### config.mk
export PLATFORM = sky130hd
export DESIGN_NAME = csfb_status_flag_bank
export DESIGN_NICKNAME = d
export VERILOG_FILES = /design/src/csfb_status_flag_bank.v
export VERILOG_INCLUDE_DIRS = /design/src
export SDC_FILE = /design/constraint.sdc
export NUM_CORES = 1
export LEC_CHECK = 0
export ABC_AREA = 0
export BUFFER_PORTS_ARGS = -buffer_cell sky130_fd_sc_hd__buf_2
export CAP_MARGIN = 20
export CORE_MARGIN = 1.5
export CORE_UTILIZATION = 35
export DETAILED_ROUTE_END_ITERATION = 16
export PLACE_DENSITY = 0.66
export SLEW_MARGIN = 40
export SYNTH_ARGS = -nofsm -noshare
export SYNTH_HDL_FRONTEND = slang
export SYNTH_SLANG_ARGS = --single-unit
### constraint.sdc
create_clock -name i_sys_clk -period 1.6 [get_ports i_sys_clk]
set_clock_uncertainty 0.2 [all_clocks]
set_input_delay 0.24 -clock i_sys_clk [delete_from_list [all_inputs] [get_ports i_sys_clk]]
set_output_delay 0.24 -clock i_sys_clk [all_outputs]
set_load 0.005 [all_outputs]
### src/csfb_consts.vh
// register offsets, field positions and reset values of the status and flag bank
`ifndef CSFB_CONSTS_VH
`define CSFB_CONSTS_VH
`define CSFB_ADDR_W 8
`define CSFB_OFF_LIVE_CHARGE 8'h00
`define CSFB_OFF_LIVE_FAULT 8'h01
`define CSFB_OFF_LIVE_COMP 8'h02
`define CSFB_OFF_EVT_CHARGE 8'h03
`define CSFB_OFF_EVT_FAULT 8'h04
`define CSFB_FLAG_RESET 8'h00
`define CSFB_UNMAPPED_DATA 8'h00
`define CSFB_BIT_TAPER 6
`define CSFB_BIT_DONE 5
`define CSFB_BIT_IINLIM 4
`define CSFB_BIT_PPM 3
`define CSFB_BIT_VINM 2
`define CSFB_BIT_THERM 1
`define CSFB_BIT_PGOOD 0
`define CSFB_BIT_OVP 7
`define CSFB_BIT_OCP 5
`define CSFB_BIT_UVLO 4
`define CSFB_BIT_COLD 3
`define CSFB_BIT_COOL 2
`define CSFB_BIT_WARM 1
`define CSFB_BIT_HOT 0
`define CSFB_BIT_CMP1 6
`define CSFB_BIT_CMP2 5
`define CSFB_BIT_CMP3 4
`define CSFB_BIT_TSOPEN 0
`endif

### src/csfb_status_flag_bank.v
// status and clear-on-read event flag register bank of a linear charger
// Notes on behaviour
// - read-only live register at 0x0, bit7 reserved
// - bit6 shows constant-voltage taper charging
// - bit5 shows charge done
// - bit4 shows input current limit active
// - bits3,2 show power-path and input-voltage management
// - bit1 shows thermal regulation active
// - bit0 shows input power good window
// - 0x1 bit7 input overvoltage, bit6 reserved
// - bit5 shows battery overcurrent protection
// - bit4 shows battery below lockout level
// - bits3,0 show thermistor cold and hot
// - bit2 shows thermistor cool region
// - bit1 shows thermistor warm region
// - 0x2 bits6..4 show comparator one..three results
// - 0x2 bit0 thermistor open, others reserved
// - 0x3 flags reset zero, clear on read
// - bit6 latches taper mode entry
// - bit5 latches charge termination
// - bits4..1 latch regulation loop activity
// - bit0 latches any power-good change
// - 0x4 flags reset zero, clear on read
`timescale 1ns/1ps
`include "csfb_consts.vh"
module csfb_status_flag_bank #(
	parameter ADDR_W = `CSFB_ADDR_W
) (
	input wire i_sys_clk,
	input wire i_srst,
	input wire i_taper_phase_live,
	input wire i_charge_done_live,
	input wire i_input_current_limit_live,
	input wire i_power_path_mgmt_live,
	input wire i_input_voltage_mgmt_live,
	input wire i_thermal_regulation_live,
	input wire i_input_power_good_live,
	input wire i_input_overvoltage_live,
	input wire i_battery_overcurrent_live,
	input wire i_battery_undervoltage_live,
	input wire i_thermistor_cold_live,
	input wire i_thermistor_cool_live,
	input wire i_thermistor_warm_live,
	input wire i_thermistor_hot_live,
	input wire i_adc_compare_one_live,
	input wire i_adc_compare_two_live,
	input wire i_adc_compare_three_live,
	input wire i_thermistor_open_live,
	input wire i_rd_en,
	input wire [ADDR_W-1:0] i_rd_addr,
	output reg [7:0] o_rd_data,
	output reg o_rd_valid
);

	// register map as the host reads it, one line per bit
	// 0x00 live charge, read only, follows the inputs one edge late
	//   7 reserved, reads 0
	//   6 constant-voltage taper charging
	//   5 charge done
	//   4 input current limit loop
	//   3 power-path management loop
	//   2 input-voltage management loop
	//   1 thermal regulation loop
	//   0 input power good window
	// 0x01 live faults and thermistor regions, read only
	//   7 input overvoltage
	//   6 reserved, reads 0
	//   5 battery overcurrent
	//   4 battery below lockout level
	//   3 thermistor cold, charging suspended
	//   2 thermistor cool, current reduced
	//   1 thermistor warm, voltage reduced
	//   0 thermistor hot, charging suspended
	// 0x02 live comparators, read only
	//   7 reserved, reads 0
	//   6 adc comparator one
	//   5 adc comparator two
	//   4 adc comparator three
	//   3..1 reserved, read 0
	//   0 thermistor open
	// 0x03 charge event flags, cleared by a read
	//   7 reserved, never latches
	//   6..1 latch on entry of the matching live condition
	//   0 latches on either edge of power good
	// 0x04 fault event flags, cleared by a read
	//   bits follow the 0x01 layout, latched while the level is high
	//   6 reserved, never latches
	// other offsets read 0 and have no side effect

	// timing seen from the read port
	//   a read is taken at the edge where i_rd_en is high
	//   o_rd_valid pulses one cycle after that edge
	//   o_rd_data holds until the next read is taken
	//   live words lag their inputs by one edge
	//   a flag sets at the same edge its live word updates
	//   a flag read returns the value held before the clear
	//   an event at the clear edge survives, so nothing is lost
	//   the host may read every cycle, no gap needed
	// limits
	//   conditions shorter than one clock are not seen
	//   inputs must already be synchronous to i_sys_clk
	//   reserved bits are forced low, whatever the inputs
	//   unmapped offsets leave every flag untouched

	// which bits of each word carry a condition
	localparam [7:0] CHARGE_USED = 8'h7F; // bit7 reserved
	localparam [7:0] FAULT_USED = 8'hBF; // bit6 reserved
	localparam [7:0] COMP_USED = 8'h71; // bit7 and bits3..1 reserved

	// edge kinds of the charge event word
	localparam [7:0] EDGE_RISE = 8'h7E; // loop flags latch on entry
	localparam [7:0] EDGE_BOTH = 8'h01; // power good latches both ways
	// reset and idle read values
	localparam [7:0] FLAG_RESET = `CSFB_FLAG_RESET;
	localparam [7:0] RD_IDLE = `CSFB_UNMAPPED_DATA;
	localparam NUM_BITS = 8;

	// registered live words as the host sees them
	reg [7:0] live_status_charge;
	reg [7:0] live_status_fault_temp;
	reg [7:0] live_status_comparator;
	// previous live sample for edge detection
	reg [7:0] prev_charge;
	// sticky flag words, one cell per bit in the loop below
	wire [7:0] event_flags_charge;
	wire [7:0] event_flags_fault_temp;
	// combinational next values
	reg [7:0] next_live_charge;
	reg [7:0] next_live_fault;
	reg [7:0] next_live_comp;
	reg [7:0] evt_charge;
	reg [7:0] evt_fault;
	reg [7:0] next_rd_data;
	// address decode and clear strobes
	reg hit_live_charge;
	reg hit_live_fault;
	reg hit_live_comp;
	reg hit_evt_charge;
	reg hit_evt_fault;
	reg clr_charge;
	reg clr_fault;
	genvar gi;

	// charge word from the loop and phase inputs
	always @* begin
		next_live_charge = 8'h00;
		next_live_charge[`CSFB_BIT_TAPER] = i_taper_phase_live;
		next_live_charge[`CSFB_BIT_DONE] = i_charge_done_live;
		next_live_charge[`CSFB_BIT_IINLIM] = i_input_current_limit_live;
		next_live_charge[`CSFB_BIT_PPM] = i_power_path_mgmt_live;
		next_live_charge[`CSFB_BIT_VINM] = i_input_voltage_mgmt_live;
		next_live_charge[`CSFB_BIT_THERM] = i_thermal_regulation_live;
		next_live_charge[`CSFB_BIT_PGOOD] = i_input_power_good_live;
	end

	// fault and thermistor word
	always @* begin
		next_live_fault = 8'h00;
		next_live_fault[`CSFB_BIT_OVP] = i_input_overvoltage_live;
		next_live_fault[`CSFB_BIT_OCP] = i_battery_overcurrent_live;
		next_live_fault[`CSFB_BIT_UVLO] = i_battery_undervoltage_live;
		next_live_fault[`CSFB_BIT_COLD] = i_thermistor_cold_live;
		next_live_fault[`CSFB_BIT_HOT] = i_thermistor_hot_live;
		next_live_fault[`CSFB_BIT_COOL] = i_thermistor_cool_live;
		next_live_fault[`CSFB_BIT_WARM] = i_thermistor_warm_live;
	end

	// comparator and thermistor-open word
	always @* begin
		next_live_comp = 8'h00;
		next_live_comp[`CSFB_BIT_CMP1] = i_adc_compare_one_live;
		next_live_comp[`CSFB_BIT_CMP2] = i_adc_compare_two_live;
		next_live_comp[`CSFB_BIT_CMP3] = i_adc_compare_three_live;
		next_live_comp[`CSFB_BIT_TSOPEN] = i_thermistor_open_live;
	end

	// charge events against the previous live sample
	always @* begin
		evt_charge = (next_live_charge & ~prev_charge) & EDGE_RISE;
		evt_charge = evt_charge | ((next_live_charge ^ prev_charge) & EDGE_BOTH);
	end

	// fault events follow the level
	always @* begin
		evt_fault = next_live_fault & FAULT_USED; // reserved bit6 never latches
	end

	// address decode, one hit per register
	always @* begin
		hit_live_charge = (i_rd_addr == `CSFB_OFF_LIVE_CHARGE);
		hit_live_fault = (i_rd_addr == `CSFB_OFF_LIVE_FAULT);
		hit_live_comp = (i_rd_addr == `CSFB_OFF_LIVE_COMP);
		hit_evt_charge = (i_rd_addr == `CSFB_OFF_EVT_CHARGE);
		hit_evt_fault = (i_rd_addr == `CSFB_OFF_EVT_FAULT);
		clr_charge = i_rd_en && hit_evt_charge;
		clr_fault = i_rd_en && hit_evt_fault;
	end

	// read mux, flag words taken before the clear lands
	always @* begin
		next_rd_data = RD_IDLE;
		if (hit_live_charge) begin
			next_rd_data = live_status_charge;
		end
		if (hit_live_fault) begin
			next_rd_data = live_status_fault_temp;
		end
		if (hit_live_comp) begin
			next_rd_data = live_status_comparator;
		end
		if (hit_evt_charge) begin
			next_rd_data = event_flags_charge; // value before clearing
		end
		if (hit_evt_fault) begin
			next_rd_data = event_flags_fault_temp;
		end
	end

	// charge live register
	always @(posedge i_sys_clk) begin
		if (i_srst) begin
			live_status_charge <= 8'h00;
		end else begin
			live_status_charge <= next_live_charge & CHARGE_USED;
		end
	end

	// fault live register
	always @(posedge i_sys_clk) begin
		if (i_srst) begin
			live_status_fault_temp <= 8'h00;
		end else begin
			live_status_fault_temp <= next_live_fault & FAULT_USED;
		end
	end

	// comparator live register
	always @(posedge i_sys_clk) begin
		if (i_srst) begin
			live_status_comparator <= 8'h00;
		end else begin
			live_status_comparator <= next_live_comp & COMP_USED;
		end
	end

	// edge history of the charge word
	always @(posedge i_sys_clk) begin
		if (i_srst) begin
			prev_charge <= 8'h00;
		end else begin
			prev_charge <= next_live_charge;
		end
	end

	// one sticky cell per bit of each flag word
	generate
		for (gi = 0; gi < NUM_BITS; gi = gi + 1) begin : g_flag_bit
			reg flag_charge;
			reg flag_fault;

			// charge cell: an event sets, a read clears, the set wins
			always @(posedge i_sys_clk) begin
				if (i_srst) begin
					flag_charge <= FLAG_RESET[gi];
				end else if (evt_charge[gi]) begin
					flag_charge <= 1'b1;
				end else if (clr_charge) begin
					flag_charge <= 1'b0;
				end
			end

			// fault cell, same priority
			always @(posedge i_sys_clk) begin
				if (i_srst) begin
					flag_fault <= FLAG_RESET[gi];
				end else if (evt_fault[gi]) begin
					flag_fault <= 1'b1;
				end else if (clr_fault) begin
					flag_fault <= 1'b0;
				end
			end

			// drive the flag words
			assign event_flags_charge[gi] = flag_charge;
			assign event_flags_fault_temp[gi] = flag_fault;
		end
	endgenerate

	// read data, held until the next read
	always @(posedge i_sys_clk) begin
		if (i_srst) begin
			o_rd_data <= 8'h00;
		end else if (i_rd_en) begin
			o_rd_data <= next_rd_data;
		end
	end

	// read valid, one cycle per taken read
	always @(posedge i_sys_clk) begin
		if (i_srst) begin
			o_rd_valid <= 1'b0;
		end else begin
			o_rd_valid <= i_rd_en;
		end
	end

endmodule // csfb_status_flag_bank

==> flow_summary.rst, run 1 <==
.. list-table::
   :header-rows: 1

   * - Metric
     - Value
   * - Run status
     - finished, final reports clean
   * - Wire length per cell after detailed routing
     - approximately 13 µm
   * - Post-synthesis async set-or-reset flop share
     - 0%
   * - Power density over the cells
     - between 1000 and 1500 mW/mm²
   * - Ys Warns
     - 0
   * - Relative slew slack
     - around 61%
   * - Max clock buf depth
     - 2
   * - Number of instances in the placed design
     - about 220
   * - Kind of end point of the critical path
     - flop
   * - Fraction of the mapped netlist area in simple logic gates
     - between 10% and 20%
   * - Clock tree from TritonCTS
     - yes
   * - Iteration count of the initial detailed-routing pass
     - 4
   * - Leak
     - 0.907 nW
   * - Overall routing resource usage
     - between 10 and 15%
   * - Cells resized by post-CTS repair
     - 0
   * - Number of flops mapped to enable cells by yosys
     - 0
   * - Fmax
     - 0.656 GHz
   * - Global route total overflow
     - 0
   * - Worst path setup slack after routing
     - approximately 75 ps
   * - Cell type group with the largest total delay on the critical path
     - buffers and inverters
   * - Total DRC errors in the routed layout
     - 0
   * - Port Buffers
     - 37
   * - Number of distinct library cells after synthesis
     - 30
   * - Total number of H-tree levels
     - 2
   * - Critical-path cell list
     - buf_2 -> dlygate4sd3_1 -> nor2b_1 -> dlygate4sd3_1
   * - Setup violation total in the final timing report
     - 0
   * - Number of vias per cell
     - 4.83
   * - Floorplan die width
     - roughly 69 µm
   * - TNS Setup
     - 0 ps
   * - HPWL Detailed
     - between 2000 and 2500 µm
   * - Unrepaired setup endpoints after global routing
     - no
   * - Post-CTS setup buffers
     - 0
   * - Share of the yosys chip area belonging to registers
     - between 50% and 60%
   * - Global-route wire length before repair
     - 4860 µm
   * - Number of nets produced by synthesis
     - 160
   * - Worst hold path type
     - in -> reg
   * - Crit path max fanout
     - 5
   * - Util after Layout
     - between 40 and 50%
   * - Maximum number of pins on one net before global-route repair
     - 15
   * - Critical-path top delay cell
     - dlygate4sd3_1
   * - Area overhead of the layout relative to synthesis
     - 31.5%
   * - Area fraction in compound gates after synthesis
     - between 10% and 20%
   * - DRT Wirelength
     - about 3200 µm
   * - Mux contribution to synthesized area
     - roughly 7.1%
   * - Final cycle utilization of the critical path
     - between 90% and 100%
   * - Source-to-sink clock delay at the later pin of the worst-skew pair
     - about 290 ps
   * - Die extent in y
     - just under 70 µm
   * - Peak supply drop
     - 0.447 mV
   * - Post-Place Cell Area
     - approximately 0.0018 mm²
   * - Minimum setup slack after placement
     - -110 ps
   * - Antenna-violating nets left
     - 0
   * - Count of buffering cells on the critical path with inverters included
     - 3
   * - Combinational family with the most area after synthesis
     - simple AND/OR/NAND/NOR gates
   * - Fill count
     - 383
   * - Dominant cell type by count on the critical path
     - dlygate4sd3_1
   * - Final Instance Area
     - between 0.0015 and 0.002 mm²
   * - CP Data Arrival Time
     - between 1500 and 2000 ps
   * - Post-synthesis share of cell area spent on xor and xnor gates
     - less than 1%
   * - Share of cells above drive strength 1
     - between 30 and 40%
   * - Top_reg_cell synth
     - dfxtp_1
   * - Boundary Pins
     - 38
   * - Number of CTS-inserted buffers
     - 5
   * - Area inside the core boundary
     - between 0.004 and 0.005 mm²
   * - Number of max-slew violations in the final report
     - 0
   * - CP peak stage delay
     - between 500 and 600 ps
   * - Average cell area after synthesis
     - between 10 and 15 µm²
   * - Site row count
     - 23
   * - Number of hold-slack violations in the final timing report
     - 0
   * - Max capacitance violation total
     - 0
   * - Starting density of the core
     - between 30% and 40%
   * - Sink count of the clock tree
     - between 40 and 50
   * - Vias in the first global route
     - 1082
   * - Type of the setup path with the least slack
     - in -> reg
   * - Setup crit start kind
     - input pin
   * - Inserted Diodes
     - 0
   * - #FFs+latches synth
     - 41
   * - Clock slew at reported path FFs
     - approximately 80 ps
   * - Number of nets in the finished design
     - ~220
   * - Endpoint required time on the critical path
     - roughly 1600 ps
   * - Cell area after synthesis
     - 0.00151 mm²
   * - Overall die area
     - around 0.0047 mm²
   * - Via count
     - ~1100
   * - Placer Congestion
     - just under 0.8
   * - Final critical path time including I/O delays and setup
     - approximately 1500 ps
   * - Fin cells
     - about 240
   * - Number of cells produced by synthesis
     - 131
   * - Initial antenna violation count
     - 0
   * - Buffer type at the clock tree root
     - clkbuf_8
   * - Worst Max-Slew Pin Slew
     - ~580 ps
   * - Iteration-0 DRC Markers
     - between 50 and 60
   * - Share of synthesized cell area in full adder, half adder and majority cells
     - 0%
==> path summary, 6_finish.rpt <==
| path | startpoint | endpoint | slack (ps) | cells after the start |
|---|---|---|---|---|
| hold / removal | i_thermistor_cold_live | live_status_fault_temp[3] | 10 | 2 |
| hold reg to reg | g_flag_bit[1].flag_fault | g_flag_bit[1].flag_fault | 260 | 1 |
| setup / recovery | i_srst | o_rd_valid | 70 | 4 |
| setup reg to reg | g_flag_bit[4].flag_charge | o_rd_data[4] | 220 | 2 |
==> Yosys cell counts (2+ instances only) <==
cell type,number,area [µm²]
nand2b_1,4,25.0
dfxtp_1,41,821
o22ai_1,3,18.8
clkbuf_1,2,7.51
a32o_1,3,30.0
mux2i_1,4,40.0
mux4_2,3,67.6
inv_1,6,22.5
a22o_1,7,61.3
nor2b_1,19,119
and2_1,4,25.0
a21o_1,7,52.6
nor2_1,7,26.3
buf_2,2,10.0
a221o_1,4,40.0
==> worst register-to-register path, delay by kind of cell (launching register included) <==
kind / cells / cell delay, ps
muxes: 1 / 460
AOI/OAI and AO/OA: 1 / 290
DFF: 1 / 330
==> what timing repair did <==
item	CTS	global route
hold buffers	8	1
setup endpoints to repair	0	0
hold endpoints to repair	7	1
==> layout by cell type, fill, tap and decap left out, types with 3 or more instances in the layout <==
master,Yosys,final
o22ai_1,3,3
inv_1,6,6
mux4_2,3,3
a221o_1,4,4
mux2i_1,4,4
clkbuf_8,0,7
dfxtp_1,41,41
a32o_1,3,3
and2_1,4,4
buf_2,2,37
buf_4,0,7
a21o_1,7,7
nor2_1,7,7
dlygate4sd3_1,0,9
nand2b_1,4,4
a22o_1,7,7
nor2b_1,19,19
==> where the power goes <==
group | switching, W | internal (W) | total (W) | leakage (nW)
combinational | 0.0000844 | 0.000119 | 0.000203 | 0.512
sequential | 0.0000277 | 0.00108 | 0.00111 | 0.340
clock | 0.000340 | 0.000390 | 0.000730 | 0.0542
total | 0.000452 | 0.00159 | 0.00204 | 0.907
==> sequential cells by signal (all words and copies together) (netlist names) <==
signal and count:
o_rd_data 8, g_flag_bit.flag_charge 7, g_flag_bit.flag_fault 7, live_status_fault_temp 7, prev_charge 7, live_status_comparator 4, o_rd_valid 1
==> stage by stage <==
stage / hold WS, ps / total power (W)
3_5_place_dp: 244 / 0.00132
6_report: 13.0 / 0.00204
5_1_grt: 6.60 / 0.00214
4_1_cts: 1.86 / 0.00206
3_3_place_gp: 227 / 0.00131
2_1_floorplan: 123 / 0.00124
==> cell type report <==
cell class	instances	area, µm²	share of cell area, %
multi-input combinational	80	644	32.6
clock inverter	1	5.00	0.253
tap	50	62.6	3.16
timing repair buffer	53	328	16.6
inverter	6	22.5	1.14
clock buffer	7	96.3	4.87
sequential	41	821	41.5
==> routing by layer <==
metal,wire (µm),track usage (%)
met1,1460,17.4
met2,1480,23.3
met3,173,6.17
met4,61,8.25
met5,0,0
==> kinds of logic after synthesis <==
family,count (synthesis)
DFF,41
buffers and inverters,10
xor gates and xnor gates,1
AOI/OAI and AO/OA,28
muxes,7
and+or+nand+nor,44
Note: power is estimated with default switching activity, not from simulation.
==> run 2, diff against run 1 <==
--- a/config.mk
+++ b/config.mk
@@ -7,7 +7,7 @@
 export NUM_CORES = 1
 export LEC_CHECK = 0
 export ABC_AREA = 0
-export BUFFER_PORTS_ARGS = -buffer_cell sky130_fd_sc_hd__buf_2
+export BUFFER_PORTS_ARGS = -buffer_cell sky130_fd_sc_hd__buf_4
 export CAP_MARGIN = 20
 export CORE_MARGIN = 1.5
 export CORE_UTILIZATION = 35
==> flow_summary.rst, run 2 (synthesis gave the netlist of run 1 again) <==
.. list-table::
   :header-rows: 1

   * - Metric
     - Value
   * - Depth of the most critical reg-to-reg path
     - 2
   * - Register with the most flip-flops
     - o_rd_data
   * - Global-route wire length before repair
     - between 5000 and 6000 µm
   * - Relative slew slack
     - 73.8%
   * - Number of CTS-inserted buffers
     - 5
   * - Area overhead of the layout relative to synthesis
     - 34.0%
   * - Critical-path top delay cell
     - or4b_4
   * - Number of vias per cell
     - roughly 4.9
   * - Run status
     - finished, final reports clean
   * - Fmax
     - 0.696 GHz
   * - Number of cells traversed by the worst hold path
     - 2
   * - Final cycle utilization of the critical path
     - about 90%
   * - Clock tree from TritonCTS
     - yes
   * - Max clock buf depth
     - 2
   * - Critical-path cell list
     - buf_4 -> or4b_4 -> nor3_4 -> a221o_1
   * - Vias in the first global route
     - between 1000 and 1500
   * - Endpoint required time on the critical path
     - 1630 ps
   * - Type of the setup path with the least slack
     - in -> reg
   * - HPWL Detailed
     - 2550 µm
   * - Overall routing resource usage
     - 16.0%
   * - Unrepaired setup endpoints after global routing
     - no
   * - Die extent in y
     - between 60 and 70 µm
   * - Global route total overflow
     - 0
   * - Setup crit start kind
     - input pin
   * - Total number of H-tree levels
     - 2
   * - Fin cells
     - about 230
   * - Crit path max fanout
     - 5
   * - Number of max-slew violations in the final report
     - 0
   * - Post-Place Cell Area
     - 0.00188 mm²
   * - Boundary Pins
     - 38
   * - Via count
     - approximately 1200
   * - Worst hold slack
     - 4.50 ps
   * - Overall die area
     - around 0.0047 mm²
   * - Number of hold-slack violations in the final timing report
     - 0
   * - Max capacitance violation total
     - 0
   * - Initial antenna violation count
     - 0
   * - Sink count of the clock tree
     - 41
   * - Worst Max-Slew Pin Slew
     - ~390 ps
   * - Post-CTS setup buffers
     - 0
   * - Peak supply drop
     - approximately 0.54 mV
   * - CP peak stage delay
     - 560 ps
   * - Worst hold path type
     - in -> reg
   * - CP Data Arrival Time
     - about 1500 ps
   * - Final Instance Area
     - 0.00202 mm²
   * - Number of flip-flops in the largest register
     - 8
   * - Number of instances in the placed design
     - ~220
   * - Final critical path time including I/O delays and setup
     - ~1400 ps
   * - Maximum number of pins on one net before global-route repair
     - 15
   * - Floorplan die width
     - 68.6 µm
   * - Site row count
     - 23
   * - Clock slew at reported path FFs
     - 70 ps
   * - Total DRC errors in the routed layout
     - 0
   * - Kind of end point of the critical path
     - flop
   * - Buffer type at the clock tree root
     - clkbuf_8
   * - Setup violation total in the final timing report
     - 0
   * - DRT Wirelength
     - ~3300 µm
   * - Iteration-0 DRC Markers
     - 28
   * - Port Buffers
     - 37
   * - Commonest non-fill, non-tap cell in the layout
     - buf_4
   * - Antenna-violating nets left
     - 0
   * - Share of cells above drive strength 1
     - 32.2%
   * - Area inside the core boundary
     - ~0.0041 mm²
   * - Cells resized by post-CTS repair
     - 0
   * - Power density over the cells
     - around 980 mW/mm²
   * - Placer Congestion
     - 0.762
   * - Util after Layout
     - 49.7%
   * - Iteration count of the initial detailed-routing pass
     - 4
   * - Inserted Diodes
     - 0
   * - Number of nets in the finished design
     - 212
   * - Source-to-sink clock delay at the later pin of the worst-skew pair
     - roughly 280 ps
   * - Leak
     - between 0.9 and 1 nW
   * - Commonest non-fill, non-tap cells in the layout
     - buf_4 (44), dfxtp_1 (41), nor2b_1 (19)
   * - Wire length per cell after detailed routing
     - 14.2 µm
   * - Starting density of the core
     - 37.1%
run 2: cell count changes in the layout (fill, tap and decap cells not counted), sizes merged:
cell         before  now
dlygate4sd3       9    5
clkinv            1    0
run 2: metal layers:
metal / vias up / wire length (µm) / global-route usage [%]
li1: 566 / - / -
met3: 8 / 235 / 5.19
met4: 0 / 87 / 8.25
met5: - / 0 / 0
met1: 540 / 1330 / 18.6
met2: 39 / 1660 / 26.3
run 2: layout make-up:
type / count / area (µm²)
Clock buffer: 7 / 86.3
Fill cell: 380 / 2040
Inverter: 6 / 22.5
Multi-Input combinational cell: 80 / 644
Sequential cell: 41 / 821
Tap cell: 50 / 62.6
Timing Repair Buffer: 49 / 380
run 2: report_power, final:
group          internal (W)  switching [W]
Clock              0.000342       0.000314
Combinational      0.000133      0.0000859
Sequential          0.00108      0.0000288
Total               0.00156       0.000429
run 2: worst paths after layout:
kind / from / end / slack (ps)
worst max-delay path: i_rd_addr[5] / o_rd_data[7] / 160
worst min-delay path: i_rd_en / o_rd_valid / 5
worst max register to register: g_flag_bit[4].flag_charge / o_rd_data[4] / 190
worst min register to register: g_flag_bit[2].flag_fault / g_flag_bit[2].flag_fault / 240
run 2: stage by stage:
step | setup WS [ps] | TNS (ps) | power (W)
2_1_floorplan | 62.8 | 0 | 0.00124
3_3_place_gp | -91.1 | -393 | 0.00133
3_5_place_dp | -116 | -707 | 0.00135
4_1_cts | 176 | 0 | 0.00201
5_1_grt | 128 | 0 | 0.00208
6_report | 163 | 0 | 0.00199
run 2: repair_timing:
item,in CTS,in global routing
hold endpoints to repair,5,0
hold buffers,5,0
endpoints found under the setup margin,0,0
run 2: critical path, delay by kind of cell:
kind / cells / cell delay (ps)
buffers and inverters: 1 / 120
and+or+nand+nor: 2 / 890
AOI/OAI and AO/OA: 1 / 220
